`src/scg_pkg.sv`:
```
package scg_pkg;
   // ----------------------------------------
   // Register map
   // ----------------------------------------
   localparam logic [11:0] SWITCH_CONTROL_UPPER_OFS = 12'h0A4;
   localparam logic [11:0] GPIO_CONTROL_STATUS_OFS = 12'h0A8;
   localparam int PORT_A_LANE_FLIP_POS = 4;
   localparam int PORT_B_LANE_FLIP_POS = 5;
   localparam int PORT_C_LANE_FLIP_POS = 6;
   localparam int NTB_RESET_OUT_SELECT_POS = 8;
   localparam int PIN_FUNCTION_LSB = 0;
   localparam int PIN_FUNCTION_W = 8;
   localparam int RESET_PIN_IDX = 1;
   localparam logic [7:0] PIN_FUNCTION_RST = 8'h00;
   localparam logic NTB_RESET_OUT_SELECT_RST = 1'h0;
   localparam logic [31:0] ZERO_WORD = 32'h0000_0000;
   // ----------------------------------------
   // Reset indication pulse length
   // ----------------------------------------
   localparam int RESET_IND_NS = 1000;
   localparam int CLK_PERIOD_NS = 50;
   localparam logic [7:0] RESET_IND_CYCLES =
      8'((RESET_IND_NS + CLK_PERIOD_NS - 1) / CLK_PERIOD_NS);

   typedef enum logic [1:0] {
      SCG_RUN = 2'b00,
      SCG_HOT = 2'b01,
      SCG_FUND = 2'b10
   } scg_rst_kind_t;
endpackage

```
`src/scg_lane_latch.sv`:
```
`timescale 1ns/1ps
module scg_lane_latch (
   input wire logic i_clk_sys,
   input wire logic i_rst_n,
   input wire logic i_fund_rst,
   input wire logic [2:0] i_strap,
   input wire logic [2:0] i_pend,
   input wire logic [2:0] i_train,
   output logic [2:0] o_active
);
   import scg_pkg::*;
   logic [2:0] active_ff;
   logic [2:0] nxt_active;

   // ----------------------------------------
   // Link-side copy, changes only at training, at i_fund_rst (strap load) or at reset
   // ----------------------------------------
   always_comb begin
      nxt_active = active_ff;
      if (i_fund_rst) begin
         nxt_active = i_strap;
      end else begin
         for (int i = 0; i < 3; i++) begin
            if (i_train[i]) begin
               nxt_active[i] = i_pend[i];
            end
         end
      end
   end

   always_ff @(posedge i_clk_sys) begin
      if (!i_rst_n) begin
         active_ff <= 3'h0;
      end else begin
         active_ff <= nxt_active;
      end
   end

   assign o_active = active_ff;
endmodule

```
`src/scg_regs.sv`:
```
`timescale 1ns/1ps
// How it works
// - One lane flip bit per port A, B, C
// - Lane flip bits load from strap pins
// - Config writes override straps
// - New flip applied at next link training
// - Select bit steers reset indication in NTB
// - Select 0: external hot or fundamental reset
// - Select 1: internal hot reset only
// - Internal mode: fundamental reset tri-states pin
// - Pin function bit: 1 alternate, 0 GPIO
// - Sticky fields survive hot reset
module scg_regs (
   input wire logic i_clk_sys,
   input wire logic i_rst_n,
   input wire logic i_hot_rst,
   input wire logic [2:0] i_lane_strap,
   input wire logic i_ntb_mode,
   input wire logic i_ext_hot_rst,
   input wire logic i_ext_fund_rst,
   input wire logic i_int_hot_rst,
   input wire logic [2:0] i_link_train,
   input wire logic i_cfg_wr,
   input wire logic i_cfg_rd,
   input wire logic [11:0] i_cfg_addr,
   input wire logic [31:0] i_cfg_wdata,
   input wire logic [3:0] i_cfg_be,
   output logic [31:0] o_cfg_rdata,
   output logic o_cfg_rvalid,
   output logic [2:0] o_lane_flip,
   output logic [7:0] o_pin_function_select,
   output logic o_reset_indication_out_n,
   output logic o_reset_indication_oe
);
   import scg_pkg::*;

   // ----------------------------------------
   // Register state
   // ----------------------------------------
   logic [2:0] flip_ff;
   logic [2:0] nxt_flip;
   logic sel_ff;
   logic nxt_sel;
   logic [7:0] func_ff;
   logic [7:0] nxt_func;
   logic fund_seen_ff;
   logic nxt_fund_seen;
   logic [31:0] rdata_ff;
   logic [31:0] nxt_rdata;
   logic rvalid_ff;
   logic nxt_rvalid;
   logic [7:0] ind_cnt_ff;
   logic [7:0] nxt_ind_cnt;
   logic ind_n_ff;
   logic nxt_ind_n;
   logic oe_ff;
   logic nxt_oe;
   logic [7:0] func_q_ff;
   logic [7:0] nxt_func_q;
   logic [2:0] active;
   logic wr_sw;
   logic wr_gp;
   logic rd_ok;
   logic ind_event;
   scg_rst_kind_t kind;

   function automatic logic hit(input logic [11:0] a, input logic [11:0] ofs);
      hit = (a[11:2] == ofs[11:2]);
   endfunction

   assign wr_sw = i_cfg_wr && hit(i_cfg_addr, SWITCH_CONTROL_UPPER_OFS);
   assign wr_gp = i_cfg_wr && hit(i_cfg_addr, GPIO_CONTROL_STATUS_OFS);
   // Reads during reset get no answer
   assign rd_ok = i_cfg_rd && i_rst_n;
   // Fundamental reset is the synchronous reset; hot reset keeps sticky state
   assign kind = !i_rst_n ? SCG_FUND : (i_hot_rst ? SCG_HOT : SCG_RUN);

   // ----------------------------------------
   // Register writes
   // ----------------------------------------
   always_comb begin
      nxt_flip = flip_ff;
      nxt_sel = sel_ff;
      nxt_func = func_ff;
      unique case (kind)
         SCG_FUND: begin
            nxt_flip = i_lane_strap;
            nxt_sel = NTB_RESET_OUT_SELECT_RST;
            nxt_func = PIN_FUNCTION_RST;
         end
         SCG_HOT: begin
            nxt_flip = i_lane_strap;
            nxt_sel = NTB_RESET_OUT_SELECT_RST;
            nxt_func = func_ff;
         end
         SCG_RUN: begin
            if (wr_sw && i_cfg_be[0]) begin
               nxt_flip = {i_cfg_wdata[PORT_C_LANE_FLIP_POS],
                           i_cfg_wdata[PORT_B_LANE_FLIP_POS],
                           i_cfg_wdata[PORT_A_LANE_FLIP_POS]};
            end
            if (wr_sw && i_cfg_be[1]) begin
               nxt_sel = i_cfg_wdata[NTB_RESET_OUT_SELECT_POS];
            end
            if (wr_gp && i_cfg_be[0]) begin
               nxt_func = i_cfg_wdata[PIN_FUNCTION_LSB +: PIN_FUNCTION_W];
            end
         end
         default: begin
            nxt_flip = flip_ff;
         end
      endcase
   end

   always_ff @(posedge i_clk_sys) begin
      flip_ff <= nxt_flip;
      sel_ff <= nxt_sel;
      func_ff <= nxt_func;
   end

   // ----------------------------------------
   // Read data, reserved bits zero
   // ----------------------------------------
   always_comb begin
      nxt_rdata = ZERO_WORD;
      nxt_rvalid = rd_ok;
      if (rd_ok && hit(i_cfg_addr, SWITCH_CONTROL_UPPER_OFS)) begin
         nxt_rdata[PORT_A_LANE_FLIP_POS] = flip_ff[0];
         nxt_rdata[PORT_B_LANE_FLIP_POS] = flip_ff[1];
         nxt_rdata[PORT_C_LANE_FLIP_POS] = flip_ff[2];
         nxt_rdata[NTB_RESET_OUT_SELECT_POS] = sel_ff;
      end else if (rd_ok && hit(i_cfg_addr, GPIO_CONTROL_STATUS_OFS)) begin
         nxt_rdata[PIN_FUNCTION_LSB +: PIN_FUNCTION_W] = func_ff;
      end
   end

   always_ff @(posedge i_clk_sys) begin
      rdata_ff <= nxt_rdata;
      rvalid_ff <= nxt_rvalid;
   end

   // ----------------------------------------
   // Reset indication output
   // ----------------------------------------
   // Events are short; stretch so the far side sees them
   assign ind_event = sel_ff ? i_int_hot_rst
                             : (i_ext_hot_rst || i_ext_fund_rst);

   always_comb begin
      nxt_ind_cnt = ind_cnt_ff;
      nxt_ind_n = 1'h1;
      nxt_oe = 1'h0;
      nxt_fund_seen = fund_seen_ff;
      if (!i_rst_n) begin
         nxt_ind_cnt = 8'h00;
         nxt_fund_seen = 1'h1;
      end else begin
         if (ind_event && i_ntb_mode) begin
            nxt_ind_cnt = RESET_IND_CYCLES;
         end else if (ind_cnt_ff != 8'h00) begin
            nxt_ind_cnt = ind_cnt_ff - 8'h01;
         end
         // Write to function or select clears the tri-state hold
         if (wr_gp || wr_sw) begin
            nxt_fund_seen = 1'h0;
         end
         // Fundamental reset in internal mode wins over a write
         if (i_ext_fund_rst && sel_ff) begin
            nxt_fund_seen = 1'h1;
         end
         if (i_ntb_mode && func_ff[RESET_PIN_IDX]) begin
            // Internal mode after fundamental reset: GPIO input, not driven
            nxt_oe = !(sel_ff && fund_seen_ff);
            nxt_ind_n = !(ind_cnt_ff != 8'h00);
         end
      end
   end

   always_ff @(posedge i_clk_sys) begin
      ind_cnt_ff <= nxt_ind_cnt;
      ind_n_ff <= nxt_ind_n;
      oe_ff <= nxt_oe;
      fund_seen_ff <= nxt_fund_seen;
   end

   // ----------------------------------------
   // Output stage for pin function
   // ----------------------------------------
   // Extra stage keeps the pin mux off the write path
   always_comb begin
      nxt_func_q = func_ff;
   end

   always_ff @(posedge i_clk_sys) begin
      func_q_ff <= nxt_func_q;
   end

   // ----------------------------------------
   // Link-side lane order
   // ----------------------------------------
   scg_lane_latch u_lane (
      .i_clk_sys(i_clk_sys),
      .i_rst_n(i_rst_n),
      // Hot reset retrains every port with the strap values
      .i_fund_rst(i_hot_rst),
      .i_strap(i_lane_strap),
      .i_pend(flip_ff),
      .i_train(i_link_train),
      .o_active(active)
   );

   // ----------------------------------------
   // Outputs
   // ----------------------------------------
   assign o_lane_flip = active;
   assign o_cfg_rdata = rdata_ff;
   assign o_cfg_rvalid = rvalid_ff;
   assign o_pin_function_select = func_q_ff;
   assign o_reset_indication_out_n = ind_n_ff;
   assign o_reset_indication_oe = oe_ff;
endmodule

```
`config.mk`:
```
export PLATFORM = sky130hd
export DESIGN_NAME = scg_regs
export DESIGN_NICKNAME = d
export VERILOG_FILES = /design/src/scg_pkg.sv /design/src/scg_lane_latch.sv /design/src/scg_regs.sv
export SDC_FILE = /design/constraint.sdc
export NUM_CORES = 1
export LEC_CHECK = 0
export ABC_AREA = 1
export ABC_CLOCK_PERIOD_IN_PS = 4200
export BUFFER_PORTS_ARGS = -buffer_cell sky130_fd_sc_hd__buf_2
export CORE_ASPECT_RATIO = 1.25
export CORE_UTILIZATION = 44
export CTS_BUF_LIST = sky130_fd_sc_hd__clkbuf_8
export DETAILED_ROUTE_END_ITERATION = 8
export PLACE_DENSITY = 0.81
export SYNTH_ARGS = -nofsm -noshare
export SYNTH_HDL_FRONTEND = slang
export SYNTH_HIERARCHICAL = 1
export SYNTH_SLANG_ARGS = --single-unit
```
`constraint.sdc`:
```
create_clock -name i_clk_sys -period 4.2 [get_ports i_clk_sys]
set_input_delay 0.21 -clock i_clk_sys [delete_from_list [all_inputs] [get_ports i_clk_sys]]
set_output_delay 0.21 -clock i_clk_sys [all_outputs]
set_load 0.005 [all_outputs]
```
==> impl_metrics.json <==
{
  "status": "finished clean",
  "path_class": "input pin to flop",
  "synth_area_leaders": "dfxtp_1 33%, edfxtp_1 19%, buf_4 9.0%, nor2_1 8.2%, inv_1 6.6%",
  "p_per_area_nw_per_um2": 483.9,
  "arrival_ns": 1.65,
  "endpoint_kind": "flop",
  "p_leak_nw": 1.188,
  "pin_count": 109,
  "portBuffers": 58,
  "synth-seq-cells": 44,
  "rows": 26,
  "synth_top_area_share_pct": 33.36,
  "worst_skew_pair.late_latency_ns": 0.29,
  "hold_viol": 0,
  "clock_sinks": 44,
  "finalSetupTns_ns": 0,
  "chipHeight_um": 75.87,
  "hpwlAfterDp_um": 2666,
  "worst_pin_slew_ns": 1.138,
  "ff2ff_setup_slack_ns": 2.96,
  "wl_per_cell_um": 9.597,
  "cts_max_level": 2,
  "core_sq_um": 4131,
  "syn-cell-area_sq_um": 1921,
  "n_fill_cell": 405,
  "syn2layout_area_growth_pct": 17.92,
  "synthCells": 230,
  "setup_violations": 0,
  "cts.repair.resized": 0,
  "drv_cap": 0,
  "hold_depth": 3,
  "drive_above_1_share_pct": 28.91,
  "hold_class": "input pin to flop",
  "finalCriticalPeriod_ns": 1.740,
  "final_nets": 358,
  "rsz0062_at_grt": "false",
  "grt_pass1_wl_um": 5347,
  "syn_avg_cell_area_sq_um": 8.350,
  "drc": 0,
  "grt_util_all_layers_pct": 15.97,
  "crit_required_ns": 4.11,
  "yosys.cell_types.count": 25,
  "yosys.area.top_type": "dfxtp_1",
  "n_antenna_cell": 0,
  "ys_seq_area_share_pct": 52.12,
  "globalplace.congestion": 0.7436,
  "overflow": 0,
  "reg2reg_depth": 7,
  "viasPerCell": 4.289,
  "cts_buffer_depth": 2,
  "holdBufCountCts": 0,
  "reg2reg_from": "ind_cnt_ff[0]",
  "ant_nets": 0,
  "post_cts_buffers": 0,
  "grt_pass1_vias": 1304,
  "max_freq_mhz": 574.7,
  "place_area_sq_um": 2180,
  "min_from": "i_ext_fund_rst",
  "cts_tree": "built",
  "vias": 1501,
  "gr-usage-met3_pct": 3.905,
  "finish.utilization_pct": 54.82,
  "start_util_pct": 46.49,
  "finalCritPeriodShare_pct": 41.43,
  "met2_usage_pct": 28.02,
  "grt_use_met1_pct": 17.66,
  "final_cell_mix": "58 x buf_2, 42 x nor2_1, 35 x inv_1, 33 x nand2_1, 32 x dfxtp_1",
  "fin_area_sq_um": 2265,
  "yosysWarningCount": 6,
  "clk_pin_slew_ns": 0.08,
  "whs_endpoint": "fund_seen_ff",
  "top_usage_layer": "met2",
  "wl_um": 3359,
  "regToRegEndpoint": "ind_cnt_ff[5]",
  "drv_slew": 0,
  "finClkSkew_ns": 0.007130,
  "drt_first_pass_iters": 4,
  "dieWidth_um": 61.10,
  "dieArea_sq_um": 4635,
  "critPathMaxFanout": 8,
  "slew_headroom_pct": 23.31,
  "antenna_found_initial": 0,
  "cts_buffers": 5,
  "irDropWorstVdd_uv": 162.4,
  "grt_max_degree": 16,
  "root_buffer": "clkbuf_8",
  "cp-start-kind": "input pin",
  "drt_iter0_drc": 77,
  "final_common_cell": "buf_2"
}
==> state kept, by name, indices dropped and copies added (netlist names) <==
register and count:
flip_ff 3, func_ff 8, fund_seen_ff 1, ind_cnt_ff 8, o_cfg_rdata 9, o_cfg_rvalid 1
o_pin_function_select 8, o_reset_indication_oe 1, o_reset_indication_out_n 1, sel_ff 1, u_lane/o_active 3
==> through the flow <==
stage	worst slack, ns	instances	hold slack [ns]	power [mW]
finish	2.460	350	0.1598	1.096
global route	2.248	350	0.1841	1.179
CTS	2.327	350	0.1449	1.107
detailed placement	2.011	342	0.3544	0.8547
global placement	2.095	342	0.3501	0.8434
floorplan	2.565	252	0.3306	0.7957
==> critical path: stages <==
cell     delay (ns)
buf_2          0.10
nor2_1         0.09
nand2_1        0.09
nor2_4         0.17
nand3_1        0.11
o21ai_0        0.89
==> how the worst max path moves through the flow <==
stage	startpoint	to	slack (ns)	depth (start not counted)
2_1_floorplan	i_cfg_addr[9]	func_ff[0]	2.56	5
3_3_place_gp	i_cfg_addr[9]	func_ff[7]	2.09	6
3_5_place_dp	i_cfg_addr[11]	func_ff[4]	2.01	6
4_1_cts	i_cfg_addr[11]	func_ff[0]	2.33	6
5_1_grt	i_cfg_addr[11]	func_ff[0]	2.25	6
6_report	i_cfg_addr[11]	func_ff[0]	2.46	6
==> power breakdown <==
part           total [mW]  leakage, nW  internal, mW  switching (mW)
Combinational       0.324        0.760         0.123           0.202
Clock               0.251       0.0453         0.114           0.137
Sequential          0.520        0.382         0.491          0.0297
Total                1.10         1.19         0.727           0.369
==> layout make-up <==
type | count | area [sq um] | area share, %
Tap cell | 56 | 70.07 | 3.094
Inverter | 40 | 150.1 | 6.630
Multi-Input combinational cell | 144 | 668.1 | 29.50
Clock buffer | 5 | 68.82 | 3.039
Timing Repair Buffer | 58 | 290.3 | 12.82
Clock inverter | 3 | 16.27 | 0.7182
Sequential cell | 44 | 1001 | 44.20
==> synth_stat cells, drive strengths merged <==
| library cell | count |
|---|---|
| buf | 24 |
| inv | 40 |
| a31oi | 1 |
| nor2 | 48 |
| o21ai | 11 |
| edfxtp | 12 |
| conb | 1 |
| dfxtp | 32 |
| a21boi | 1 |
| nor3 | 2 |
| o21a | 1 |
| xor2 | 1 |
| nand2 | 37 |
| nand3 | 11 |
| a21oi | 6 |
| ha | 2 |
==> cell families after synthesis <==
group                      Yosys count  share of synthesized area [%]
other                                1                         0.1953
xor gates and xnor gates             1                         0.4561
adders and majority gates            2                          1.303
buffers and inverters               64                          17.39
AOI/OAI and AO/OA                   20                          5.929
and+or+nand+nor                     98                          22.61
DFF                                 44                          52.12
==> routing by layer <==
metal	wire length, um	share of wire (%)	vias up
met5	0	0	-
met4	55	1.6	0
met3	211	6.3	4
met2	1709	51	66
met1	1383	41	653
li1	-	-	778
(Power assumes the default switching activity.)
